## src/hdl/sequencer_consts.vh

```
// constants for the multi-position sequencer
`ifndef SEQUENCER_CONSTS_VH
`define SEQUENCER_CONSTS_VH
// register offsets on the plain register port
`define REG_RUN_MODE 4'h0
`define REG_PROFILE_COUNT 4'h1
`define REG_RESUME_METHOD 4'h2
`define REG_POS_SOURCE 4'h3
`define REG_CONTROL 4'h4
`define REG_STATUS 4'h5
`define REG_PROFILE_BASE 4'h8
`define REG_PROFILE_INDEX 4'h8
`define REG_PROFILE_DISP 4'h9
`define REG_PROFILE_SPEED 4'hA
`define REG_PROFILE_ACCEL 4'hB
// reset values
`define RUN_MODE_RESET 2'h1
`define PROFILE_COUNT_RESET 5'h01
`define RESUME_METHOD_RESET 1'h0
`define POS_SOURCE_RESET 2'h0
// encodings
`define MODE_SINGLE 2'h0
`define MODE_CYCLIC 2'h1
`define MODE_SELECT 2'h2
`define MODE_SEQUENTIAL 2'h3
`define POS_SOURCE_MULTI 2'h2
`define PROFILE_COUNT_MIN 5'h01
`define PROFILE_COUNT_MAX 5'h10
// control register field positions
`define CTRL_POS_MODE_BIT 0
`define CTRL_FLY_BIT 1
`define CTRL_START_BIT 2
// profile word layout: disp 32, speed 16, accel 16
`define PROFILE_WIDTH 64
`endif

```

## src/hdl/profile_store.v

```verilog
// sixteen-entry profile memory with registered read data
`timescale 1ns/100ps
module profile_store (
   // clock
   input wire sys_clk,
   // write side
   input wire writeEn,
   input wire [3:0] writeAddr,
   input wire [63:0] writeData,
   // read side
   input wire [3:0] readAddr,
   output reg [63:0] readData
);
   reg [63:0] mem [0:15]; // one word per profile

   // write port; contents need no reset, software loads them
   always @(posedge sys_clk) begin
      if (writeEn) begin
         mem[writeAddr] <= writeData;
      end
      readData <= mem[readAddr];
   end
endmodule // profile_store

```

## src/hdl/input_sync.v

```verilog
// two-flop synchroniser bank for the pin inputs
`timescale 1ns/100ps
module input_sync (
   // clock and reset
   input wire sys_clk,
   input wire rst,
   // raw and synchronised levels
   input wire [4:0] rawIn,
   output reg [4:0] syncOut
);
   reg [4:0] stage1; // first stage, read only by syncOut

   // two flip-flops per bit
   always @(posedge sys_clk) begin
      if (rst) begin
         stage1 <= 5'h00;
         syncOut <= 5'h00;
      end else begin
         stage1 <= rawIn;
         syncOut <= stage1;
      end
   end
endmodule // input_sync

```

## src/hdl/multi_position_sequencer.v

```verilog
// multi-position sequencer: profile stepping, select inputs, pause and resume
//
// Contract
// - run mode 0..3, reset to cyclic
// - act only in position mode, source 2
// - profile count 1..16, default 1
// - non-select modes step profiles ascending
// - mode 2 profile from four select inputs
// - profile number equals select code plus one
// - select bit is one when input active
// - mode change or on-fly change pauses running
// - enable input falling pauses running
// - resume method 0 continues after interrupted
// - resume method 1 restarts at profile one
// - pause discards remaining profile distance
// - mode 2 resume uses select inputs
`timescale 1ns/100ps
`include "sequencer_consts.vh"
module multi_position_sequencer (
   // clock and reset
   input wire sys_clk,
   input wire rst,
   // register port
   input wire [3:0] regAddr,
   input wire [31:0] regWrData,
   input wire regWrite,
   input wire regRead,
   output reg [31:0] regRdData,
   // pins: select bits and sequencer enable, asynchronous
   input wire profileSelectBit0,
   input wire profileSelectBit1,
   input wire profileSelectBit2,
   input wire profileSelectBit3,
   input wire sequencerEnableInput,
   // profile handshake with the motion generator
   input wire profileDone,
   output reg profileStart,
   output reg discardRemaining,
   output reg [31:0] profileDisp,
   output reg [15:0] profileSpeed,
   output reg [15:0] profileAccel,
   // status
   output reg running,
   output reg paused,
   output reg [4:0] activeProfile
);
   // sequencer states
   // fetch and load are fixed one-cycle steps: the store answers one
   // cycle after its address, and the words are latched on the edge leaving load,
   // so every profile start lands two edges after its decision edge
   // pause is only taken in run; fetch and load are short enough that a
   // cause seen there is simply acted on once run is reached
   localparam IDLE = 3'h0;
   localparam FETCH = 3'h1;
   localparam LOAD = 3'h2;
   localparam RUN = 3'h3;
   localparam PAUSE = 3'h4;

   // settings
   reg [1:0] runMode; // sequencer_run_mode_setting
   reg [4:0] profileCount; // profile_count_setting
   reg resumeMethod; // resume_method_setting
   reg [1:0] posSource; // main_position_source_setting
   reg posMode; // drive is in position control
   reg flyEnable; // position change-on-the-fly enabled
   reg [31:0] stageDisp; // staging for profile writes
   reg [15:0] stageSpeed;
   reg [15:0] stageAccel;
   // state
   reg [2:0] state;
   reg [2:0] next_state;
   reg [4:0] profileNum; // 1-based profile in progress
   reg [4:0] next_profileNum;
   // the enable pin is judged by level, not by edge: a drop that arrives
   // in fetch or load would leave no edge behind for run to see, and the
   // move would carry on with the enable gone
   // memory and synchronised pins
   wire [4:0] pinSync;
   wire [63:0] memRead;
   wire memWrite;
   wire [4:0] selectedProfile;
   wire seqActive;
   wire pauseEvent;
   wire stopped;

   // keeps a written count within 1..16
   function [4:0] clampCount;
      input [4:0] raw;
      begin
         if (raw < `PROFILE_COUNT_MIN) begin
            clampCount = `PROFILE_COUNT_MIN;
         end else if (raw > `PROFILE_COUNT_MAX) begin
            clampCount = `PROFILE_COUNT_MAX;
         end else begin
            clampCount = raw;
         end
      end
   endfunction

   // profile after the given one, wrapping to profile one past the count; used in the non-select modes
   function [4:0] nextAfter;
      input [4:0] cur;
      input [4:0] count;
      begin
         if (cur >= count) begin
            nextAfter = 5'h01;
         end else begin
            nextAfter = cur + 5'h01;
         end
      end
   endfunction

   input_sync pinSyncer (
      .sys_clk(sys_clk),
      .rst(rst),
      .rawIn({sequencerEnableInput, profileSelectBit3, profileSelectBit2,
              profileSelectBit1, profileSelectBit0}),
      .syncOut(pinSync)
   );

   // profile words are written from the staging regs on a write to index
   assign memWrite = regWrite && (regAddr == `REG_PROFILE_INDEX);

   // the read address follows next_profileNum, so the word for the next
   // profile is already on memRead in the fetch cycle; profile 16 wraps to
   // address 15 through the 4-bit subtraction
   profile_store store (
      .sys_clk(sys_clk),
      .writeEn(memWrite),
      .writeAddr(regWrData[3:0]),
      .writeData({stageDisp, stageSpeed, stageAccel}),
      .readAddr(next_profileNum[3:0] - 4'h1),
      .readData(memRead)
   );

   // select bit is one for an active input, code plus one
   assign selectedProfile = {1'b0, pinSync[3:0]} + 5'h01;
   // sequencer only acts in position mode with multi source
   assign seqActive = posMode && (posSource == `POS_SOURCE_MULTI);
   // pause causes: mode leaves, on-fly on, enable active to inactive
   // start and resume both demand the enable high, so a low level while
   // running can only mean the enable has gone inactive since
   assign pauseEvent = !seqActive || flyEnable || !pinSync[4];
   assign stopped = (state == IDLE) || (state == PAUSE);

   // register writes; run mode, count and resume method gated while running
   always @(posedge sys_clk) begin
      if (rst) begin
         runMode <= `RUN_MODE_RESET;
         profileCount <= `PROFILE_COUNT_RESET;
         resumeMethod <= `RESUME_METHOD_RESET;
         posSource <= `POS_SOURCE_RESET;
         posMode <= 1'b0;
         flyEnable <= 1'b0;
         stageDisp <= 32'h00000000;
         stageSpeed <= 16'h0000;
         stageAccel <= 16'h0000;
      end else if (regWrite) begin
         case (regAddr)
            `REG_RUN_MODE: begin
               if (stopped) begin
                  runMode <= regWrData[1:0];
               end
            end
            `REG_PROFILE_COUNT: begin
               if (stopped) begin
                  profileCount <= clampCount(regWrData[4:0]);
               end
            end
            `REG_RESUME_METHOD: begin
               if (stopped) begin
                  resumeMethod <= regWrData[0];
               end
            end
            `REG_POS_SOURCE: posSource <= regWrData[1:0];
            `REG_CONTROL: begin
               posMode <= regWrData[`CTRL_POS_MODE_BIT];
               flyEnable <= regWrData[`CTRL_FLY_BIT];
            end
            `REG_PROFILE_DISP: stageDisp <= regWrData;
            `REG_PROFILE_SPEED: stageSpeed <= regWrData[15:0];
            `REG_PROFILE_ACCEL: stageAccel <= regWrData[15:0];
            default: begin
               // status, index or unmapped; ignored here, an index write acts through memWrite
            end
         endcase
      end
   end

   // register reads, data in the next cycle; unmapped reads zero
   always @(posedge sys_clk) begin
      if (rst) begin
         regRdData <= 32'h00000000;
      end else if (regRead) begin
         case (regAddr)
            `REG_RUN_MODE: regRdData <= {30'h0, runMode};
            `REG_PROFILE_COUNT: regRdData <= {27'h0, profileCount};
            `REG_RESUME_METHOD: regRdData <= {31'h0, resumeMethod};
            `REG_POS_SOURCE: regRdData <= {30'h0, posSource};
            `REG_CONTROL: regRdData <= {30'h0, flyEnable, posMode};
            `REG_STATUS: regRdData <= {19'h0, pinSync, profileNum, state};
            default: regRdData <= 32'h00000000;
         endcase
      end else begin
         regRdData <= 32'h00000000;
      end
   end

   // next-state logic
   always @* begin
      next_state = state;
      next_profileNum = profileNum;
      case (state)
         IDLE: begin
            // start on control write with start bit, when allowed
            if (regWrite && regAddr == `REG_CONTROL && regWrData[`CTRL_START_BIT]
                && seqActive && !flyEnable && pinSync[4]) begin
               next_state = FETCH;
               if (runMode == `MODE_SELECT) begin
                  next_profileNum = selectedProfile;
               end else begin
                  next_profileNum = 5'h01;
               end
            end
         end
         FETCH: next_state = LOAD; // memory read latency
         LOAD: next_state = RUN;
         RUN: begin
            if (pauseEvent) begin
               next_state = PAUSE;
               // remember where method 0 would carry on; method 1 and the
               // select mode are settled at resume, since both settings may
               // still be rewritten while paused
               if (runMode == `MODE_SELECT) begin
                  next_profileNum = profileNum; // refreshed from pins on resume
               end else begin
                  next_profileNum = nextAfter(profileNum, profileCount);
               end
            end else if (profileDone) begin
               if (runMode == `MODE_SELECT) begin
                  // host picks the next one through the select pins
                  next_state = FETCH;
                  next_profileNum = selectedProfile;
               end else if (runMode == `MODE_SINGLE && profileNum >= profileCount) begin
                  next_state = IDLE; // single cycle ends
               end else begin
                  next_state = FETCH;
                  next_profileNum = nextAfter(profileNum, profileCount);
               end
            end
         end
         PAUSE: begin
            // resume once conditions are restored
            if (seqActive && !flyEnable && pinSync[4]) begin
               next_state = FETCH;
               if (runMode == `MODE_SELECT) begin
                  next_profileNum = selectedProfile;
               end else if (resumeMethod) begin
                  next_profileNum = 5'h01;
               end
               // otherwise the profile after the interrupted one stands
            end
         end
         default: next_state = IDLE;
      endcase
   end

   // state registers and outputs
   always @(posedge sys_clk) begin
      if (rst) begin
         state <= IDLE;
         profileNum <= 5'h01;
         profileStart <= 1'b0;
         discardRemaining <= 1'b0;
         profileDisp <= 32'h00000000;
         profileSpeed <= 16'h0000;
         profileAccel <= 16'h0000;
         running <= 1'b0;
         paused <= 1'b0;
         activeProfile <= 5'h00;
      end else begin
         state <= next_state;
         profileNum <= next_profileNum;
         // profile words latched one cycle after the memory read
         profileStart <= (state == LOAD);
         if (state == LOAD) begin
            profileDisp <= memRead[63:32];
            profileSpeed <= memRead[31:16];
            profileAccel <= memRead[15:0];
            activeProfile <= profileNum;
         end
         // leftover distance of the current profile is dropped
         discardRemaining <= (state == RUN) && (next_state == PAUSE);
         running <= (next_state == FETCH) || (next_state == LOAD) || (next_state == RUN);
         paused <= (next_state == PAUSE);
      end
   end
endmodule // multi_position_sequencer

```

## config.mk

```make
export PLATFORM = sky130hd
export DESIGN_NAME = multi_position_sequencer
export DESIGN_NICKNAME = d
export VERILOG_FILES = /design/src/hdl/profile_store.v /design/src/hdl/input_sync.v /design/src/hdl/multi_position_sequencer.v
export VERILOG_INCLUDE_DIRS = /design/src /design/src/hdl
export SDC_FILE = /design/constraint.sdc
export NUM_CORES = 1
export LEC_CHECK = 0
export BUFFER_PORTS_ARGS = -buffer_cell sky130_fd_sc_hd__buf_2
export CAP_MARGIN = 20
export CORE_UTILIZATION = 58
export CTS_BUF_LIST = sky130_fd_sc_hd__clkbuf_4 sky130_fd_sc_hd__clkbuf_8
export CTS_CLUSTER_SIZE = 10
export DETAILED_ROUTE_END_ITERATION = 7
export GPL_TIMING_DRIVEN = 0
export HOLD_SLACK_MARGIN = 0.02
export PLACE_DENSITY_LB_ADDON = 0.25
export SYNTH_ARGS = -nofsm -noshare
export SYNTH_HDL_FRONTEND = slang
export SYNTH_HIERARCHICAL = 1
export SYNTH_SLANG_ARGS = --single-unit
```

## constraint.sdc

```tcl
create_clock -name sys_clk -period 6.1 [get_ports sys_clk]
set_clock_uncertainty 0.15 [all_clocks]
set_input_delay 0.305 -clock sys_clk [delete_from_list [all_inputs] [get_ports sys_clk]]
set_output_delay 0.305 -clock sys_clk [all_outputs]
set_load 0.02 [all_outputs]
```

=== After elaboration in Yosys (flattened, before gate mapping) ===
Memories as Yosys holds them, arrays and structs flattened. A register that Yosys moved wholly into a read port is not among the register bits.
Cells that the tools add are included.

* $add $sub $neg: 3
* Magnitude comparators: 3
* Eq/ne operators: 25
* Mux-type cells: 24
* Bitwise operators: 1
* Reductions and logical operators: 33

{| class="wikitable"
|+ Operators by type and width
! cell !! number
|-
| case mux 13 bit (6 select lines) || 1
|-
| 2-to-1 mux 5 bit || 13
|-
| == test 4 bit (second input constant) || 4
|-
| case mux 3 bit (5 select lines) || 1
|-
| case mux 5 bit (3 select lines) || 1
|-
| == test 3 x 2 -> 1 bit (second input constant) || 4
|-
| 2-to-1 mux 3 bit || 4
|-
| logical AND 1 bit || 11
|-
| AND reduction 2 bit || 5
|-
| AND reduction 3 bit || 3
|-
| == test 4 x 2 -> 1 bit (second input constant) || 2
|-
| == test 4 x 3 -> 1 bit (second input constant) || 2
|-
| AND reduction 7 bit || 1
|-
| == test 3 x 1 -> 1 bit (second input constant) || 2
|-
| == test 3 bit (second input constant) || 2
|-
| != test 3 bit (second input constant) || 2
|-
| adder 4 x 1 -> 5 bit (second input constant) || 1
|-
| adder 5 x 1 -> 5 bit (second input constant) || 1
|-
| >= comparator 5 bit || 1
|-
| > comparator 5 bit (second input constant) || 1
|-
| logical OR 1 bit || 5
|-
| < comparator 5 x 1 -> 1 bit (second input constant) || 1
|-
| == test 2 bit (second input constant) || 2
|-
| == test 4 x 1 -> 1 bit (second input constant) || 1
|-
| 12 further kinds || 18
|}

* Flip-flop bits (word level): 199
* RAM bits: 1024
* Output and inout bits: 105
* Word-level logic and storage cells: 113
* Memories kept: 1

{| class="wikitable"
|+ Memory list
! name !! depth !! width !! rd ports !! clocked after memory_dff !! wr ports !! line !! RTL
|-
| store.mem || 16 || 64 || 1 || 1 || 1 || profile_store.v:14 || <nowiki>reg [63:0] mem [0:15];</nowiki>
|}

=== Longest topological paths before layout ===
* Depth after elaboration: 11
* Mapped depth: 15
* Gate-level depth less buffers: 13

=== Cells and area by module ===
The synthesis kept the hierarchy.

{| class="wikitable"
|+ By module, submodules not included
! module !! times used !! cells each !! area each (µm²) !! seq. area each (µm²)
|-
| profile_store || 1 || 1647 || 39581.7 || 32030.7
|-
| multi_position_sequencer || 1 || 872 || 6871.6 || 3403.3
|-
| input_sync || 1 || 20 || 262.8 || 200.2
|}

=== Worst setup path after synthesis ===
Ideal clock, no wire load.

* Path type: input port to flip-flop
* Start: in regAddr[2]
* End: mem store.mem[0][0] (enable)
* Arrival time: 5833 ps
* Setup slack: -449 ps
* Stages: 6
* Path buffers: 1
* Cell sequence: buf_4 inv_1 nand3_1 nor3_1 or3b_2 nor3_1

* Longest elaborated chain between the ends: 4

{| class="wikitable"
|+ Ends and longest elaborated chain
! what !! line !! RTL
|-
| start: declaration || multi_position_sequencer.v:24 || <nowiki>input wire [3:0] regAddr,</nowiki>
|-
| == test 4 bit (no line) || -- ||
|-
| logical AND 1 bit || multi_position_sequencer.v:122 || <nowiki>assign memWrite = regWrite && (regAddr == `REG_PROFILE_INDEX);</nowiki>
|-
| named net memWrite || multi_position_sequencer.v:80 || <nowiki>wire memWrite;</nowiki>
|-
| 2-to-1 mux 1 bit || profile_store.v:18 || <nowiki>if (writeEn) begin</nowiki>
|-
| 2-to-1 mux 1 bit (implied by the code) || profile_store.v:19 || <nowiki>mem[writeAddr] <= writeData;</nowiki>
|-
| end: declaration || profile_store.v:14 ||
|}

The timed path passes the listed nets, and every way through them passes these cells.

=== Worst setup path in the final report ===
* Start: reg profileNum[0]
* End: reg store.readData[59] (read register of store.mem)

* Longest elaborated chain between the ends: 8

{| class="wikitable"
|+ Ends and longest elaborated chain
! what !! line !! RTL
|-
| start: declaration || multi_position_sequencer.v:72 || <nowiki>reg [4:0] profileNum;</nowiki>
|-
| start signal: assignment || multi_position_sequencer.v:283 || <nowiki>profileNum <= next_profileNum;</nowiki>
|-
| adder 5 x 1 -> 5 bit or >= comparator 5 bit (tied branches) || multi_position_sequencer.v:108, multi_position_sequencer.v:105, multi_position_sequencer.v:244 ||
|-
| 2-to-1 mux 5 bit or logical AND 1 bit (tied branches) || multi_position_sequencer.v:105, multi_position_sequencer.v:244 ||
|-
| 2-to-1 mux 5 bit || multi_position_sequencer.v:244 || <nowiki>end else if (runMode == `MODE_SINGLE && profileNum >= profileCount) begin</nowiki>
|-
| 2-to-1 mux 5 bit || multi_position_sequencer.v:240 || <nowiki>if (runMode == `MODE_SELECT) begin</nowiki>
|-
| 2-to-1 mux 5 bit || multi_position_sequencer.v:239 || <nowiki>end else if (profileDone) begin</nowiki>
|-
| 2-to-1 mux 5 bit || multi_position_sequencer.v:229 || <nowiki>if (pauseEvent) begin</nowiki>
|-
| case mux 5 bit (3 select lines) * || multi_position_sequencer.v:213 || <nowiki>case (state)</nowiki>
|-
| subtractor 4 x 1 -> 4 bit * || multi_position_sequencer.v:132 || <nowiki>.readAddr(next_profileNum[3:0] - 4'h1),</nowiki>
|-
| end: declaration || profile_store.v:12 || <nowiki>output reg [63:0] readData</nowiki>
|}

Every way passes the cells marked *; elsewhere a longest branch is shown, timed or not. The select of a mux whose other input is x is not followed.
A chain may end at the register's enable or synchronous reset.

==> metrics.txt <==
worst slew pin tran 1.11 ns; CP Launch Type flop; Post-Route WL 117000 um; Final period util 88.3%; max_cap viols 0; fin nets 3053; dominant cells by area after synthesis edfxtp_1 (66%), mux4_2 (12%), dfxtp_1 (10%); pwr dens 304 nW/um^2; routability cong. 0.850; H-tree depth 4; DP Area 50300 um^2; Num CTS Buffers 191; share of the synthesized area in the top cell type 65.8%; CTS-repair resized insts 0; clock root buffer clkbuf_8; grt ovf 0; core area 79400 um^2; run status complete, no violations; crit end category flop; I/O Pins 151; Lkg Pwr 20.4 nW; DRT iter0 DRCs 2892; PortBufs 128; die area 81700 um^2; dpl hpwl 74500 um; async set-reset flop share out of synthesis 0%; drt pass-1 iters 6; # DRC 0; Period minus WS final 5.38 ns; Post-Syn Instances 2539; unrepaired setup endpoints after global routing false; Avg WL per Cell 27.8 um; Overall Global Routing Usage 29.3%; Yosys cell types 63; die height 286 um; Req. time, crit path 6.74 ns; FF+latch count, synth 1268; Worst VDD drop 187 uV; final hold vios 0; class of the worst hold path input pin to flop; library cell with the largest summed area after synthesis edfxtp_1; Antenna Nets Post-Route 0; fmax 186 MHz; layout cells sized above 1 27.5%; crit path DAT 6.02 ns; predominant post-synthesis flop cell edfxtp_1; Netlist Area Pre-Place 46700 um^2; setup violators final 0; row cnt 103; clock buffer depth 3; warnings from Yosys 6; die width 286 um; design area 55000 um^2; number of global-route vias before repair 26700; largest net degree at the start of global routing 24; CTS tree yes; register area share after synthesis 76.3%; drt via density 6.21; hold slack 0.0995 ns; starting density of the core 58.8%; number of synthesized flops with an enable pin 1024; Clock Latency Late Sink 0.87 ns; Avg Inst Size Synth 18.4 um^2; crit path kind flop to flop; Final Max Slew Viols 0; Slew HR 25.9%; initial antenna violation count 3; Worst Path Max Fanout 10; TritonCTS Sinks 1268; Vias 26200; first-pass GRT wire length 172000 um; synth-to-layout area growth 17.8%; Clock transition at path regs 0.07 ns
==> cell usage in the layout (no fill, tap or decap), drive strengths merged, types with 11 or more instances in the layout <==
cell type and count:
nand3 11, nand2 359, inv 20, nor2 45
mux4 257, edfxtp 1024, and2 12, nor2b 20
o21ai 13, buf 271, a22oi 129, conb 19
clkinv 54, dfxtp 244, a21oi 154, dlygate4sd3 58
clkbuf 369, nor3 16
==> final timing paths <==
kind                                         start                 end  slack, ns  cells past startpoint
worst max-delay path                 profileNum[0]  store/readData[59]       0.72                     15
worst min-delay path                 regWrData[28]       stageDisp[28]        0.1                      4
worst max register to register       profileNum[0]  store/readData[59]       0.72                     15
worst min register to register  store/readData[20]     profileSpeed[4]       0.26                      2
==> sequential cells by signal, summed over array words and instances (netlist names), 13 cells and up <==
signal	cells
stageDisp	32
store/readData	64
profileSpeed	16
profileAccel	16
store/mem	1024
regRdData	13
stageSpeed	16
stageAccel	16
profileDisp	32
==> critical path: stages (launching register included) <==
cell and delay, ns:
dfxtp_1 0.55, inv_1 0.18, ha_1 0.30, nor2b_1 0.12, o21ai_1 0.13, a31oi_1 0.47
nor2_1 0.19, a22o_1 0.23, a211oi_2 0.41, nand3_2 0.12, xor2_1 0.27, nor2b_1 0.18
clkbuf_1 0.83, clkbuf_1 0.76, a22oi_1 0.26, nand2_1 0.15
==> repair_timing <==
action | 4_1_cts | 5_1_grt
hold endpoints to repair | 138 | 0
hold buffers | 58 | 0
setup buffers | 0 | 0
==> routing by layer <==
layer	vias up	wire length (um)	global-route usage (%)
met2	1560	56800	46.2
li1	10900	-	-
met1	13500	44200	39.5
met5	-	19	0
met3	239	12800	7.62
met4	2	3720	11.5
==> Yosys cell counts, types with 10 or more instances <==
cell type	count
a21oi_1	153
a22oi_1	129
and2_1	11
buf_1	17
buf_2	20
buf_4	29
buf_6	14
clkbuf_1	82
dfxtp_1	244
edfxtp_1	1024
inv_1	11
mux4_2	257
nand2_1	359
nand3_1	10
nor2_1	44
nor2b_1	20
nor3_1	14
o21ai_0	10
==> cells by family (layout without fill, tap and decap cells) <==
group,count (synthesis),count (layout),synth area share (%)
AND/OR/NAND/NOR,487,487,4.40
XOR/XNOR,6,6,0.112
AO/OA/AOI/OAI,329,329,4.49
buffers and inverters,174,784,1.91
multiplexers,266,266,12.6
other,1,21,0.00803
flip-flops,1268,1268,76.3
adder cells (fa/ha/maj),8,8,0.214
==> stage by stage <==
step                total power, W  TNS (ns)  std cells  util, %  setup slack, ns
floorplan                  0.00953         0       2557        -             1.29
detailed placement         0.00961         0       3798     63.4            0.971
finish                      0.0168         0       4219     69.3            0.716
global route                0.0172         0       4218     69.3            0.409
CTS                         0.0168         0       4217     69.3            0.851
global placement           0.00960  -2129.16       3735     61.4            -2.34
==> power by group <==
group / total (W) / internal [W] / leakage, nW / switching, W
registers: 0.00928 / 0.00926 / 13.5 / 0.0000270
clock network: 0.00729 / 0.00400 / 2.17 / 0.00329
logic: 0.000183 / 0.0000644 / 4.73 / 0.000118
==> cell type report <==
class                   instances  area, um^2
flip-flops and latches       1268       35600
fillers                      4920       24400
multi-input cells            1115       10400
clock buffers                 287        3490
repair buffers                249        2670
well taps                    1050        1310
plain buffers                 162         848
clock inverters                74         638
inverters                      12        45.0
diodes                          2        5.00
No activity file was read; power rests on OpenSTA's default activity.
